===== config.mk =====
export PLATFORM = sky130hd
export DESIGN_NAME = icr_responder
export DESIGN_NICKNAME = d
export VERILOG_FILES = /design/src/common/icr_pkg.sv /design/src/logic/icr_responder.sv
export SDC_FILE = /design/constraint.sdc
export NUM_CORES = 1
export LEC_CHECK = 0
export BUFFER_PORTS_ARGS = -buffer_cell sky130_fd_sc_hd__buf_4
export CORE_ASPECT_RATIO = 0.6
export CORE_UTILIZATION = 60
export CTS_BUF_LIST = sky130_fd_sc_hd__clkbuf_8
export CTS_CLUSTER_SIZE = 16
export DETAILED_ROUTE_END_ITERATION = 12
export GPL_ROUTABILITY_DRIVEN = 1
export GPL_TIMING_DRIVEN = 0
export PLACE_DENSITY = 0.87
export SETUP_SLACK_MARGIN = 0.5
export SLEW_MARGIN = 5
export SYNTH_ARGS = -nofsm -noshare
export SYNTH_HDL_FRONTEND = slang
export SYNTH_SLANG_ARGS = --single-unit

===== constraint.sdc =====
create_clock -name core_clk_in -period 7.8 [get_ports core_clk_in]
set_clock_uncertainty 0.15 [all_clocks]
set_input_delay 0.78 -clock core_clk_in [delete_from_list [all_inputs] [get_ports core_clk_in]]
set_output_delay 0.78 -clock core_clk_in [all_outputs]
set_load 0.005 [all_outputs]

===== src/common/icr_pkg.sv =====
package icr_pkg;

	// ****************************************
	// Bus address and status byte layout
	// ****************************************
	localparam logic [4:0] DEF_ADDR = 5'h04;
	localparam int SB_SRQ_BIT = 6;
	localparam int SB_RDY_BIT = 4;

	// ****************************************
	// Preset limits and parser sizes
	// ****************************************
	localparam logic [6:0] BASE_MAX = 7'h63;
	localparam logic [6:0] EXP_MAX = 7'h06;
	localparam logic [6:0] NUM_SAT = 7'h7f;
	localparam int KW_BITS = 144;

	// ****************************************
	// Record lengths and fixed records
	// ****************************************
	localparam logic [4:0] REC_LEN = 5'h0b;
	localparam logic [4:0] CNT_LEN = 5'h13;
	localparam logic [87:0] DONE_STR = {"%000000069", 8'h0a};
	localparam logic [87:0] PWR_OK_STR = {"%001000070", 8'h0a};
	localparam logic [87:0] PWR_FAIL_STR = {"%001000071", 8'h0a};
	localparam logic [87:0] ERR_STR = {"%000000130", 8'h0a};

	// ****************************************
	// Characters
	// ****************************************
	localparam logic [7:0] CH_LF = 8'h0a;
	localparam logic [7:0] CH_CR = 8'h0d;
	localparam logic [7:0] CH_SP = 8'h20;
	localparam logic [7:0] CH_COMMA = 8'h2c;
	localparam logic [7:0] CH_DASH = 8'h2d;
	localparam logic [7:0] CH_ZERO = 8'h30;
	localparam logic [7:0] CH_SEMI = 8'h3b;
	localparam logic [7:0] CH_US = 8'h5f;

	// ****************************************
	// Command keywords, right aligned
	// ****************************************
	localparam logic [143:0] KW_START = 144'("START");
	localparam logic [143:0] KW_STOP = 144'("STOP");
	localparam logic [143:0] KW_SET_PRE = 144'("SET_COUNT_PRESET");
	localparam logic [143:0] KW_CLR_PRE = 144'("CLEAR_COUNT_PRESET");
	localparam logic [143:0] KW_SHOW_CNT = 144'("SHOW_COUNTS");
	localparam logic [143:0] KW_SHOW_VER = 144'("SHOW_VERSION");

	// ****************************************
	// Types
	// ****************************************
	typedef enum logic [1:0] {
		ST_SELFTEST = 2'b00,
		ST_IDLE = 2'b01,
		ST_SEND = 2'b10
	} icr_st_t;

	typedef enum logic [2:0] {
		REC_DONE = 3'b000,
		REC_PWR_OK = 3'b001,
		REC_PWR_FAIL = 3'b010,
		REC_ERR = 3'b011,
		REC_VER = 3'b100,
		REC_CNT = 3'b101
	} icr_rec_t;

	typedef struct packed {
		icr_st_t st;
		logic [4:0] addr;
		logic srq;
		logic [7:0] sb;
		logic sbv;
		logic [143:0] kw;
		logic sep;
		logic par;
		logic nsel;
		logic [6:0] n0;
		logic [6:0] n1;
		logic bad;
		icr_rec_t rec;
		logic second;
		logic [4:0] idx;
		logic [7:0] txd;
		logic txv;
		logic txe;
		logic gate;
		logic [6:0] base;
		logic [2:0] expo;
		logic [63:0] snap;
	} icr_state_t;

endpackage : icr_pkg


===== src/logic/icr_responder.sv =====
`timescale 1ns/1ps
// Operation
// Service request active whenever a record waits for the controller; the code drops it on a poll or on the first byte read.
// Serial poll or record read releases service request; poll returns status byte.
// Pending unread record blocks new commands; controller reads all records first.
// Idle and ready gives status byte with only bit 4 set.
// Power-up self-test outcome queued as power-up record.
// Power-up record read before commands; clean test gives %001000070.
// Poll with power-up record pending returns 64.
// Each successful command queues completion record %000000069.
// Query gives value record then completion record; both must be read.
// Address selectable 0 to 31; avoid 0 and 31.
// Address defaults to 4; addresses unique on the bus.
// Load preset sets base and exponent, count base times ten to exponent.
// Clear preset zeroes both preset fields.
// Start opens gate, lights gate indicator, counting begins.
// Stop closes gate, darkens indicator, counts hold.
// Counter query returns two eight-digit counters split by semicolon, then completion.
// Version query returns firmware revision record, then completion.
// Controller ends every transfer to the device with line feed.
// Service request is bit 6 of status byte, hex 40 alone.
// Most records are 11 bytes including line feed.
// Counter value record is 19 bytes including terminator.
// Preset base accepts 0 to 99, exponent 0 to 6.
// Keywords match ignoring case; hyphen and underscore are equivalent.
module icr_responder #(
	parameter logic [79:0] VERSION_ID = "$XX000-000" // Arbitrary value
) (
	input wire logic core_clk_in,
	input wire logic nrst_in,
	input wire logic [4:0] addr_sw_in,
	input wire logic [4:0] bus_addr_in,
	input wire logic [7:0] rx_data_in,
	input wire logic rx_valid_in,
	input wire logic tx_ready_in,
	input wire logic spoll_in,
	input wire logic selftest_done_in,
	input wire logic selftest_pass_in,
	input wire logic [31:0] count_a_bcd_in,
	input wire logic [31:0] count_b_bcd_in,
	output logic srq_out,
	output logic [7:0] spoll_data_out,
	output logic spoll_valid_out,
	output logic [7:0] tx_data_out,
	output logic tx_valid_out,
	output logic tx_end_out,
	output logic gate_out,
	output logic gate_led_out,
	output logic [6:0] two_digit_base_out,
	output logic [2:0] preset_exp_out,
	output logic [4:0] dev_addr_out
);

	// ****************************************
	// Record contents
	// ****************************************
	function automatic logic [4:0] rec_len(input icr_pkg::icr_rec_t r);
		rec_len = (r == icr_pkg::REC_CNT) ? icr_pkg::CNT_LEN : icr_pkg::REC_LEN;
	endfunction : rec_len

	function automatic logic [7:0] rec_char(input icr_pkg::icr_rec_t r, input logic [4:0] i,
		input logic [63:0] snap);
		logic [87:0] s;
		int k;
		s = icr_pkg::DONE_STR;
		k = int'(i);
		unique case (r)
			icr_pkg::REC_PWR_OK: s = icr_pkg::PWR_OK_STR;
			icr_pkg::REC_PWR_FAIL: s = icr_pkg::PWR_FAIL_STR;
			icr_pkg::REC_ERR: s = icr_pkg::ERR_STR;
			icr_pkg::REC_VER: s = {VERSION_ID, icr_pkg::CH_LF};
			default: s = icr_pkg::DONE_STR;
		endcase
		if (r != icr_pkg::REC_CNT)
			rec_char = s[87 - 8 * k -: 8];
		else if (k < 8)
			rec_char = icr_pkg::CH_ZERO + {4'h0, snap[63 - 4 * k -: 4]};
		else if (k == 8)
			rec_char = icr_pkg::CH_SEMI;
		else if (k < 17)
			rec_char = icr_pkg::CH_ZERO + {4'h0, snap[31 - 4 * (k - 9) -: 4]};
		else if (k == 17)
			rec_char = icr_pkg::CH_CR;
		else
			rec_char = icr_pkg::CH_LF;
	endfunction : rec_char

	// ****************************************
	// State
	// ****************************************
	icr_pkg::icr_state_t q;
	icr_pkg::icr_state_t d;
	logic rx_hit;
	logic tx_hit;
	logic sp_hit;
	logic ld;
	logic [7:0] uc;
	logic [6:0] cur;
	logic [10:0] nx;

	assign srq_out = q.srq;
	assign spoll_data_out = q.sb;
	assign spoll_valid_out = q.sbv;
	assign tx_data_out = q.txd;
	assign tx_valid_out = q.txv;
	assign tx_end_out = q.txe;
	assign gate_out = q.gate;
	assign gate_led_out = q.gate;
	assign two_digit_base_out = q.base;
	assign preset_exp_out = q.expo;
	assign dev_addr_out = q.addr;

	// ****************************************
	// Next state
	// ****************************************
	always_comb
	begin
		d = q;
		ld = 1'b0;
		rx_hit = rx_valid_in && (bus_addr_in == q.addr);
		tx_hit = q.txv && tx_ready_in && (bus_addr_in == q.addr);
		sp_hit = spoll_in && (bus_addr_in == q.addr);
		uc = rx_data_in;
		if (rx_data_in >= 8'h61 && rx_data_in <= 8'h7a)
			uc = rx_data_in - 8'h20;
		cur = q.nsel ? q.n1 : q.n0;
		nx = {4'h0, cur} * 11'h00a + {7'h00, rx_data_in[3:0]};
		d.addr = addr_sw_in;
		d.sbv = 1'b0;
		if (sp_hit)
		begin
			d.sb = 8'h00;
			d.sb[icr_pkg::SB_SRQ_BIT] = q.srq;
			d.sb[icr_pkg::SB_RDY_BIT] = (q.st == icr_pkg::ST_IDLE);
			d.sbv = 1'b1;
			d.srq = 1'b0;
		end
		unique case (q.st)
			icr_pkg::ST_SELFTEST:
				if (selftest_done_in)
				begin
					d.rec = selftest_pass_in ? icr_pkg::REC_PWR_OK : icr_pkg::REC_PWR_FAIL;
					d.second = 1'b0;
					ld = 1'b1;
				end
			icr_pkg::ST_IDLE:
				if (rx_hit)
				begin
					if (uc == icr_pkg::CH_DASH || uc == icr_pkg::CH_US || uc == icr_pkg::CH_SP)
					begin
						// Separators ahead of the keyword are dropped
						if (!q.par && q.kw != '0)
							d.sep = 1'b1;
					end
					else if (uc >= 8'h41 && uc <= 8'h5a)
					begin
						// A pending separator needs a slot of its own
						if (q.par || q.kw[143 -: 8] != 8'h00
							|| (q.sep && q.kw[135 -: 8] != 8'h00))
							d.bad = 1'b1;
						else if (q.sep)
							d.kw = {q.kw[127:0], icr_pkg::CH_US, uc};
						else
							d.kw = {q.kw[135:0], uc};
						d.sep = 1'b0;
					end
					else if (uc >= icr_pkg::CH_ZERO && uc <= 8'h39)
					begin
						d.par = 1'b1;
						d.sep = 1'b0;
						if (q.nsel)
							d.n1 = (nx > 11'h07f) ? icr_pkg::NUM_SAT : nx[6:0];
						else
							d.n0 = (nx > 11'h07f) ? icr_pkg::NUM_SAT : nx[6:0];
					end
					else if (uc == icr_pkg::CH_COMMA)
					begin
						if (q.par && !q.nsel)
							d.nsel = 1'b1;
						else
							d.bad = 1'b1;
					end
					else if (uc == icr_pkg::CH_LF)
					begin
						d.rec = icr_pkg::REC_DONE;
						d.second = 1'b0;
						ld = 1'b1;
						if (q.bad)
							d.rec = icr_pkg::REC_ERR;
						else if (q.kw == icr_pkg::KW_START && !q.par)
							d.gate = 1'b1;
						else if (q.kw == icr_pkg::KW_STOP && !q.par)
							d.gate = 1'b0;
						else if (q.kw == icr_pkg::KW_SET_PRE && q.nsel
							&& q.n0 <= icr_pkg::BASE_MAX && q.n1 <= icr_pkg::EXP_MAX)
						begin
							d.base = q.n0;
							d.expo = q.n1[2:0];
						end
						else if (q.kw == icr_pkg::KW_CLR_PRE && !q.par)
						begin
							d.base = 7'h00;
							d.expo = 3'h0;
						end
						else if (q.kw == icr_pkg::KW_SHOW_CNT && !q.par)
						begin
							d.snap = {count_a_bcd_in, count_b_bcd_in};
							d.rec = icr_pkg::REC_CNT;
							d.second = 1'b1;
						end
						else if (q.kw == icr_pkg::KW_SHOW_VER && !q.par)
						begin
							d.rec = icr_pkg::REC_VER;
							d.second = 1'b1;
						end
						else
							d.rec = icr_pkg::REC_ERR;
						d.kw = '0;
						d.sep = 1'b0;
						d.par = 1'b0;
						d.nsel = 1'b0;
						d.n0 = 7'h00;
						d.n1 = 7'h00;
						d.bad = 1'b0;
					end
					else if (uc != icr_pkg::CH_CR)
						d.bad = 1'b1;
				end
			icr_pkg::ST_SEND:
				// Bytes arriving here are dropped: a record is still unread
				if (tx_hit)
				begin
					d.srq = 1'b0;
					if (q.txe)
					begin
						if (q.second)
						begin
							d.rec = icr_pkg::REC_DONE;
							d.second = 1'b0;
							ld = 1'b1;
						end
						else
						begin
							d.st = icr_pkg::ST_IDLE;
							d.txv = 1'b0;
							d.txe = 1'b0;
						end
					end
					else
					begin
						d.idx = q.idx + 5'h01;
						d.txd = rec_char(q.rec, d.idx, q.snap);
						d.txe = (d.idx == rec_len(q.rec) - 5'h01);
					end
				end
			default:
				d.st = icr_pkg::ST_IDLE;
		endcase
		// A newly queued record raises the request even against a same-cycle poll
		if (ld)
		begin
			d.st = icr_pkg::ST_SEND;
			d.idx = 5'h00;
			d.txd = rec_char(d.rec, 5'h00, d.snap);
			d.txv = 1'b1;
			d.txe = 1'b0;
			d.srq = 1'b1;
		end
	end

	always_ff @(posedge core_clk_in or negedge nrst_in)
	begin
		if (!nrst_in)
		begin
			q <= '0;
			q.addr <= icr_pkg::DEF_ADDR;
		end
		else
			q <= d;
	end
endmodule : icr_responder


==> results of run 1 <==
## worst min path at each step
stage,startpoint,to,slack (ns),cells past startpoint
after floorplan,q[20],q[20],0.28,2
after global placement,q[25],q[25],0.30,2
after detailed placement,q[15],q[15],0.31,2
after CTS,nrst_in,q[231],0.04,1
after global routing,nrst_in,q[231],0.05,1
final,nrst_in,q[231],0.01,1
## registers in the layout (all words and copies together), names as in the netlist, 2 cells and up
| name | flops |
|---|---|
| q | 237 |
| dev_addr_out | 5 |
| two_digit_base_out | 7 |
| tx_data_out | 7 |
| spoll_data_out | 2 |
| preset_exp_out | 3 |
## per-stage QoR
stage          area, sq um  hold slack, ns  total power (W)
2_1_floorplan        15500           0.283          0.00144
3_3_place_gp         16800           0.296          0.00152
3_5_place_dp         16900           0.306          0.00153
4_1_cts              17700          0.0353          0.00264
5_1_grt              17700          0.0539          0.00272
6_report             17700          0.0127          0.00264
## area by class of cell
class / count / share of cell area (%)
Inverter: 29 / 0.617
Tap cell: 329 / 2.33
Timing Repair Buffer: 120 / 5.37
Multi-Input combinational cell: 1218 / 45.7
Sequential cell: 266 / 37.7
Clock inverter: 23 / 0.574
Clock buffer: 48 / 3.74
Buffer: 143 / 3.92
## metal layers
metal,global-route usage (%),vias up
li1,-,6247
met1,57.2,6902
met2,48.0,912
met3,11.9,72
met4,8.07,0
met5,0,-
## cells in the mapped netlist (all sizes together) (11+ instances only)
cell type	instances	area (sq um)
o31ai	128	961
xor2	14	123
nor2	64	240
clkbuf	83	312
buf	60	380
nor2b	11	68.8
mux4	26	586
o21ai	46	230
ha	19	238
mux2	24	274
nand3	26	135
xnor2	14	123
a31oi	15	109
dfrtp	265	6630
nor3	27	140
mux2i	149	1490
a21oi	23	123
inv	29	109
or4	14	113
nor4	38	244
nand2	405	1520
nand4	35	219
## worst max-delay path, stage by stage (launching register included)
cell       delay [ns]
dfrtp_1          0.39
buf_4            0.24
inv_1            0.13
ha_1             0.31
clkbuf_1         0.57
clkbuf_1         0.65
buf_1            0.65
mux4_2           0.43
mux2i_1          0.27
mux2i_1          0.18
a211oi_1         0.31
o2bb2ai_1        0.11
a211o_1          0.22
## cells by family (layout without fill, tap and decap cells)
family | count (synthesis) | in the layout
and+or+nand+nor | 694 | 694
AOI/OAI and AO/OA | 268 | 268
DFF | 266 | 266
muxes | 199 | 199
buffers and inverters | 172 | 363
xor gates and xnor gates | 29 | 29
adders and majority gates | 21 | 21
other | 1 | 7
## power groups by stage
stage / Clock, W / Sequential, W / Combinational [W]
detailed placement: 0 / 0.00141 / 0.000117
CTS: 0.00114 / 0.00138 / 0.000118
global route: 0.00121 / 0.00138 / 0.000129
finish: 0.00114 / 0.00138 / 0.000118
floorplan: 0 / 0.00141 / 0.0000311
global placement: 0 / 0.00141 / 0.000110
==> out/metrics.cfg, run 1 <==
[logic_synthesis]
synth_compound_area_share_pct = 12.1
synth_xor_xnor_area_share_pct = 1.73
synth_cell_types = 77
synth_top_family_by_area = simple AND/OR/NAND/NOR gates
synth_edf_count = 0
synth-adder-area-share_pct = 1.79
synth_ff_type = dfrtp_1
synth-simple-area-share_pct = 21.1
synth_seq_cells = 266
synthCells = 1650
syn-cell-area_sq_um = 15500
yosysSeqAreaShare_pct = 42.9
ys_async_sr_fraction_pct = 100
synth.area.mux_share_pct = 15.2
ys_warn_count = 0
avgSynthCellArea_sq_um = 9.40

[critical_path]
r2r-start = q[85]
end_kind = flop
crit_type = flop to flop
worstPathRequired_ns = 8.13
crit_path_start = q[85]
rrSetupSlack_ns = 3.07
r2r-end = tx_data_out[0]
crit_end = tx_data_out[0]
reg2reg_depth = 12
path_max_fanout = 10
start_kind = flop
cp.arrival_ns = 5.06

[sta]
tightest_slew_ns = 1.24
tns_ns = 0
grt_setup_unrepaired = false
finalHoldViolations = 0
setup_viol_count_final = 0
fmax_ghz = 0.211
post-route-period-util_pct = 60.7
fin_ws_ns = 3.07
fin_crit_ns = 4.73
slew_headroom_pct = 16.4
slew_violations = 0

[detailed_routing]
wirelength_microns = 47600
drtPass1Iterations = 6
wl_met2_microns = 19000
drt.antenna.violating_nets = 0
vias = 14133
route.met3.wl_microns = 6420
drt_iter0_markers = 1908
wl_per_cell_microns = 21.9
drt-met1-wl_microns = 21500
routed_via_density = 6.49
maxUsedRoutingLayer = met4
drc = 0

[global_route]
antenna_found_initial = 0
first_global_vias = 13538
grt_max_degree = 117
grt_pass1_wl_microns = 75100
track_usage_pct = 36.4
gr-total-overflow = 0

[die]
ios = 126
start_util_pct = 61.2
std_cell_rows = 45
die_h_microns = 127
die_area_sq_um = 26500
die_w_microns = 210
core_sq_um = 25300

[power]
p_leak_nw = 7.78
power_frac_comb_pct = 4.5
clockPowerShare_pct = 43.1
switchingPower_w = 0.000649
seq_power_share_pct = 52.4
peakVddDrop_mv = 0.124
p_sw_share_pct = 24.6
power.internal_w = 0.00199
power_density_nw_per_um2 = 149

[clock_network]
cts_buffer_depth = 3
root_buffer = clkbuf_8
cts_setup_buffers = 0
numCtsBuffers = 41
hold_buffers = 0
htree_levels = 2
cts_sinks = 266
cts_tree = done
clkLatencyLatePin_ns = 0.61
cts_resized = 0
path_clk_slew_ns = 0.08

[layout]
n_fill_cell = 1953
final_cell_mix = nand2_1, dfrtp_1, buf_4, mux2i_1, o31ai_1
final_common_cell = nand2_1
area_growth_pct = 13.8
final_layout_size_suffix_gt1_share_pct = 16.1
stdcell_count = 2176
nets = 1929
multiInputGateArea_sq_um = 8070
final_util_pct = 69.7
regArea_sq_um = 6660
insertedDiodeCount = 0

[placement]
hpwl_microns = 35200
routabilityCongestion = 1.02
numPortBuffers = 118
placedCellCount = 2105
place_ws_ns = 3.33

[worst_hold_path]
hold_path.class = input pin to asynchronous set/reset pin

[job]
cap_violations = 0

[run_status]
outcome = complete, no violations

(Power assumes the default switching activity.)
==> run 2: changes to the inputs <==
Clock period 7.8 ns to 4.9 ns, I/O delays scaled along.
==> run 2 against run 1 <==
Effect of this change:
- first-iteration DRC count rose by 11%
- cell area rose by 3.9%
- combinational power rose by 100%
- highest routed layer unchanged
==> out/metrics.cfg, run 2 (synthesized netlist as in run 1, its figures left out) <==
[clock_network]
htree_levels = 2  ; unchanged
numCtsBuffers = 41  ; unchanged
cts_buffer_depth = 3  ; unchanged
path_clk_slew_ns = 0.07  ; was 0.08 ns
cts_tree = done  ; unchanged
cts_sinks = 266  ; unchanged
clkLatencyLatePin_ns = 0.61  ; about the same
root_buffer = clkbuf_8  ; unchanged

[die]
die_w_microns = 210  ; unchanged
ios = 126  ; unchanged
core_sq_um = 25300  ; unchanged
std_cell_rows = 45  ; unchanged
start_util_pct = 61.2  ; unchanged
die_h_microns = 127  ; unchanged
die_area_sq_um = 26500  ; unchanged

[layout]
final_util_pct = 72.4  ; was 69.7%
final_common_cell = nand2_1  ; unchanged
final_cell_mix = nand2_1, dfrtp_1, buf_4, mux2i_1, o31ai_1  ; unchanged
insertedDiodeCount = 0  ; unchanged
largest_reg_flops = 237  ; unchanged
final_layout_size_suffix_gt1_share_pct = 15.7  ; was 16.1%
area_growth_pct = 18.2  ; was 13.8%
nets = 1997  ; was 1,929
largest_register = q  ; unchanged

[sta]
fmax_ghz = 0.229  ; was 0.211 GHz
tns_ns = 0  ; unchanged
slew_violations = 0  ; unchanged
grt_setup_unrepaired = false  ; unchanged
setup_viol_count_final = 0  ; unchanged
post-route-period-util_pct = 89.1  ; was 60.7%
tightest_slew_ns = 1.20  ; was 1.24 ns
fin_crit_ns = 4.37  ; was 4.73 ns
slew_headroom_pct = 19.1  ; was 16.4%
finalHoldViolations = 0  ; unchanged

[placement]
hpwl_microns = 35200  ; unchanged
routabilityCongestion = 1.02  ; unchanged
numPortBuffers = 118  ; unchanged

[global_route]
gr-total-overflow = 0  ; unchanged
grt_pass1_wl_microns = 79500  ; was 75,100 microns
track_usage_pct = 38.7  ; was 36.4%
antenna_found_initial = 0  ; unchanged
first_global_vias = 14225  ; was 13,538
grt_max_degree = 117  ; unchanged

[run_status]
outcome = complete, no violations  ; unchanged

[power]
peakVddDrop_mv = 0.234  ; was 0.124 mV
p_leak_nw = 8.07  ; was 7.78 nW
power_density_nw_per_um2 = 232  ; was 149 nW/um^2

[critical_path]
r2r-start = q[85]  ; unchanged
start_kind = flop  ; unchanged
crit_path_start = q[85]  ; unchanged
crit_type = flop to flop  ; unchanged
end_kind = flop  ; unchanged
path_max_fanout = 10  ; unchanged
worstPathRequired_ns = 5.23  ; was 8.13 ns
cp.arrival_ns = 4.69  ; was 5.06 ns

[job]
cap_violations = 0  ; unchanged

[detailed_routing]
drt_iter0_markers = 2109  ; was 1,908
drc = 0  ; unchanged
routed_via_density = 6.55  ; was 6.49
wirelength_microns = 50600  ; was 47,600 microns
drtPass1Iterations = 6  ; unchanged
drt.antenna.violating_nets = 0  ; unchanged
wl_per_cell_microns = 22.5  ; was 21.9 microns
vias = 14694  ; was 14,133

[worst_hold_path]
hold_path.class = input pin to flop  ; was input pin to asynchronous set/reset pin
worstHoldStart = count_a_bcd_in[31]

## run 2: changes by cell type in the layout (fill, tap and decap cells not counted)
cell           previous run  this run
buf_1                     4         2
clkbuf_1                 83        81
clkbuf_2                  0         4
dlygate4sd3_1             0        68
## run 2: stage by stage
step                      setup slack, ns  cells  total power, W  hold WS [ns]  area (sq um)
after global placement              0.469   2103         0.00242         0.296         16800
after floorplan                      1.29   1656         0.00229        0.0444         15500
final                               0.532   2244         0.00426        0.0140         18300
after detailed placement            0.429   2105         0.00243         0.306         16900
after global routing                0.537   2244         0.00438       0.00905         18300
after CTS                           0.558   2244         0.00425       0.00193         18300
## run 2: report_power, final
group,switching [W],internal [W]
clock network,0.000926,0.000892
registers,0.00000233,0.00220
logic,0.000128,0.000110
## run 2: worst max-delay path: stages, from the launching register on
cell	delay [ns]
dfrtp_1	0.39
buf_4	0.24
inv_1	0.13
ha_1	0.32
clkbuf_1	0.62
clkbuf_2	0.47
clkbuf_2	0.42
mux4_2	0.39
mux2i_1	0.30
mux2i_1	0.19
a211oi_1	0.32
o2bb2ai_1	0.11
a211o_1	0.22
## run 2: routing by layer
layer	GRT usage (%)	share of wire, %	vias to the layer above
met5	0	0	-
met4	11.0	2.6	0
met3	12.9	14	136
met2	53.5	41	995
met1	57.6	43	7179
li1	-	-	6384
## run 2: worst paths after layout
path,slack (ns),cells past startpoint,to
min in group asynchronous,0.32,2,q[231]
worst min-delay path,0.01,3,q[63]
worst max-delay path,0.53,12,tx_data_out[0]
worst max register to register,0.53,12,tx_data_out[0]
max in group asynchronous,3.28,3,q[19]
worst min register to register,0.32,2,q[24]
## run 2: what timing repair did
action | CTS | global route
buffers inserted | 0 | 0
hold endpoints to repair | 136 | 0
pin swaps | 0 | 0
gates resized for setup | 1 | 4
hold buffers | 68 | 0
setup endpoints to repair | 1 | 18
## run 2: cell type report
class | instances | area [sq um]
buffer | 143 | 697
clock buffer | 48 | 661
clock inverter | 23 | 101
fill | 1821 | 7000
inverter | 29 | 109
multi-input combinational | 1218 | 8070
sequential | 266 | 6660
tap | 329 | 412
timing repair buffer | 188 | 1630
==> run 3: changes to the inputs <==
Settings changed: ABC_AREA from default to 1, PLACE_DENSITY 0.87 to 0.86.
==> run 3 against run 2 <==
Effect of this change:
- routed wire length rose by 27%
- non-clock buffer count increased by 23
- synthesized cell count is 60% higher
==> out/metrics.cfg, run 3 <==
[die]
std_cell_rows = 47  ; was 45
core_sq_um = 28000  ; was 25,300 sq um
die_h_microns = 134  ; was 127 microns
die_area_sq_um = 29600  ; was 26,500 sq um
ios = 126  ; unchanged
die_w_microns = 222  ; was 210 microns
start_util_pct = 62.0  ; was 61.2%

[clock_network]
clkLatencyLatePin_ns = 0.59  ; was 0.61 ns
htree_levels = 2  ; unchanged
cts_sinks = 266  ; unchanged
numCtsBuffers = 42  ; was 41
root_buffer = clkbuf_8  ; unchanged
path_clk_slew_ns = 0.07  ; about the same
cts_buffer_depth = 3  ; unchanged
cts_tree = done  ; unchanged

[logic_synthesis]
synth-adder-area-share_pct = 1.60  ; was 1.79%
synth_top_family_by_area = simple AND/OR/NAND/NOR gates  ; unchanged
synth_xor_xnor_area_share_pct = 0.454  ; was 1.73%
ys_warn_count = 0  ; unchanged
synth_edf_count = 0  ; unchanged
synth_seq_cells = 266  ; unchanged
syn-cell-area_sq_um = 17400  ; was 15,500 sq um
synth_cell_types = 51  ; was 77
synth.area.mux_share_pct = 0  ; was 15.2%
yosysSeqAreaShare_pct = 38.4  ; was 42.9%
synth_area_leaders = dfrtp_1, nand2_1, nor2_1  ; was dfrtp_1, nand2_1, mux2i_1
synth-simple-area-share_pct = 38.8  ; was 21.1%
yosys.area.top_type = dfrtp_1  ; unchanged
synthCells = 2638  ; was 1,650
ys_async_sr_fraction_pct = 100  ; unchanged
synth_ff_type = dfrtp_1  ; unchanged
synth_compound_area_share_pct = 10.4  ; was 12.1%
netlist.area_leader.share_pct = 38.2  ; was 42.8%
ys_top_cells_by_count = nand2_1, nor2_1, dfrtp_1, inv_1, o21ai_0  ; was nand2_1, dfrtp_1, mux2i_1, o31ai_1, clkbuf_1
avgSynthCellArea_sq_um = 6.58  ; was 9.40 sq um
synth.most_common_cell = nand2_1  ; unchanged

[layout]
multiInputGateArea_sq_um = 8930  ; was 8070 sq um
largest_reg_flops = 237  ; unchanged
fin_area_sq_um = 20300  ; was 18,300 sq um
final_util_pct = 72.5  ; was 72.4%
regArea_sq_um = 6660  ; unchanged
n_fill_cell = 2336  ; was 1,821
final_common_cell = nand2_1  ; unchanged
final_layout_size_suffix_gt1_share_pct = 10.8  ; was 15.7%
insertedDiodeCount = 0  ; unchanged
largest_register = q  ; unchanged
nets = 2983  ; was 1,997
final_cell_mix = nand2_1, nor2_1, dfrtp_1, inv_1, o21ai_0  ; was nand2_1, dfrtp_1, buf_4, mux2i_1, o31ai_1
area_growth_pct = 16.9  ; was 18.2%

[sta]
setup_viol_count_final = 0  ; unchanged
tns_ns = 0  ; unchanged
finalHoldViolations = 0  ; unchanged
fin_crit_ns = 4.23  ; was 4.37 ns
fmax_ghz = 0.237  ; was 0.229 GHz
post-route-period-util_pct = 86.3  ; was 89.1%
grt_setup_unrepaired = false  ; unchanged
tightest_slew_ns = 0.911  ; was 1.20 ns
slew_headroom_pct = 39.3  ; was 19.1%
slew_violations = 0  ; unchanged

[global_route]
grt_pass1_wl_microns = 99300  ; was 79,500 microns
track_usage_pct = 43.2  ; was 38.7%
gr-total-overflow = 0  ; unchanged
antenna_found_initial = 0  ; unchanged
first_global_vias = 17947  ; was 14,225
grt_max_degree = 107  ; was 117

[run_status]
outcome = complete, no violations  ; unchanged

[critical_path]
start_kind = flop  ; unchanged
crit_type = flop to flop  ; unchanged
path_max_fanout = 10  ; unchanged
end_kind = flop  ; unchanged
worstPathRequired_ns = 5.27  ; was 5.23 ns
cp.arrival_ns = 4.60  ; was 4.69 ns

[detailed_routing]
drtPass1Iterations = 6  ; unchanged
drc = 0  ; unchanged
routed_via_density = 6.01  ; was 6.55
drt_iter0_markers = 3068  ; was 2,109
wirelength_microns = 64300  ; was 50,600 microns
vias = 19662  ; was 14,694
wl_per_cell_microns = 19.7  ; was 22.5 microns
drt.antenna.violating_nets = 0  ; unchanged

[placement]
hpwl_microns = 47100  ; was 35,200 microns
numPortBuffers = 118  ; unchanged
place_area_sq_um = 18800  ; was 16,900 sq um
routabilityCongestion = 1.09  ; was 1.02

[power]
peakVddDrop_mv = 0.297  ; was 0.234 mV
power_density_nw_per_um2 = 392  ; was 232 nW/um^2
p_leak_nw = 10.6  ; was 8.07 nW

[worst_hold_path]
hold_path.class = input pin to flop  ; unchanged

[job]
cap_violations = 0  ; unchanged

==> run 3: cell count changes in the layout (fill, tap and decap cells not counted), sizes merged, moves of 34 or more <==
cell   change
a21oi     +40
buf       +54
inv      +203
mux2i    -149
nand2    +538
nand3     +70
nand4    +131
nor2     +296
nor4      -34
o21ai    +172
o31ai    -118
==> run 3: path summary, 6_finish.rpt <==
| kind | to | slack (ns) | depth (start not counted) | from |
|---|---|---|---|---|
| worst max-delay path | tx_data_out[2] | 0.67 | 20 | q[85] |
| worst min register to register | q[250] | 0.33 | 2 | q[250] |
| worst min-delay path | q[48] | 0.05 | 3 | count_a_bcd_in[16] |
| max in group asynchronous | q[26] | 3.35 | 3 | nrst_in |
| min in group asynchronous | q[214] | 0.32 | 2 | nrst_in |
| worst max register to register | tx_data_out[2] | 0.67 | 20 | q[85] |
==> run 3: cells by family after synthesis <==
| group | Yosys count |
|---|---|
| compound gates | 332 |
| xor+xnor | 9 |
| fa+ha+maj | 21 |
| buf+inv | 405 |
| flops | 266 |
| other cells | 1 |
| simple gates | 1604 |
==> run 3: cell type report <==
type	instances	share of cell area [%]
plain buffers	169	4.45
clock buffers	51	3.46
clock inverters	25	0.765
inverters	236	4.37
multi-input cells	1973	44.0
flip-flops and latches	266	32.8
well taps	367	2.26
repair buffers	185	7.88
==> run 3: routing by layer <==
metal | track usage [%] | wire, microns | share of wire [%]
met1 | 65.2 | 27800 | 43
met2 | 56.9 | 24300 | 38
met3 | 17.7 | 11000 | 17
met4 | 8.68 | 1270 | 2.0
met5 | 0 | 0 | 0
==> run 3: critical path, stage by stage, from the launching register on <==
cell and delay (ns):
dfrtp_1 0.43, clkinv_1 0.33, ha_1 0.40, clkbuf_1 0.35
nand2_1 0.40, inv_1 0.33, buf_2 0.35, nand2_1 0.12
o211ai_1 0.12, nor2_1 0.11, o21ai_0 0.26, nand4_1 0.16
nand2_1 0.09, nand2_1 0.07, nand2_1 0.06, nand2_1 0.09
nand2_1 0.10, nand2_1 0.05, nand2_1 0.06, nand2_1 0.07
nand2_1 0.06
==> run 3: repair_timing <==
action	in CTS	in global routing
hold buffers	65	0
gates resized for setup	0	4
setup endpoints to repair	0	14
hold endpoints to repair	140	0
setup buffers	0	0
==> run 3: metrics by stage <==
step / std cells / setup WS, ns / hold WS, ns / power, W
CTS: 3272 / 0.783 / 0.0280 / 0.00770
detailed placement: 3131 / 0.836 / 0.310 / 0.00567
finish: 3272 / 0.672 / 0.0509 / 0.00795
global route: 3272 / 0.547 / 0.0620 / 0.00830
floorplan: 2644 / 1.70 / 0.0444 / 0.00458
global placement: 3129 / 0.984 / 0.308 / 0.00563
==> run 3: power by group <==
group / internal (W) / total (W) / switching, W
Sequential: 0.00238 / 0.00262 / 0.000244
Combinational: 0.00101 / 0.00330 / 0.00229
Clock: 0.00105 / 0.00202 / 0.000976
Total: 0.00444 / 0.00795 / 0.00351
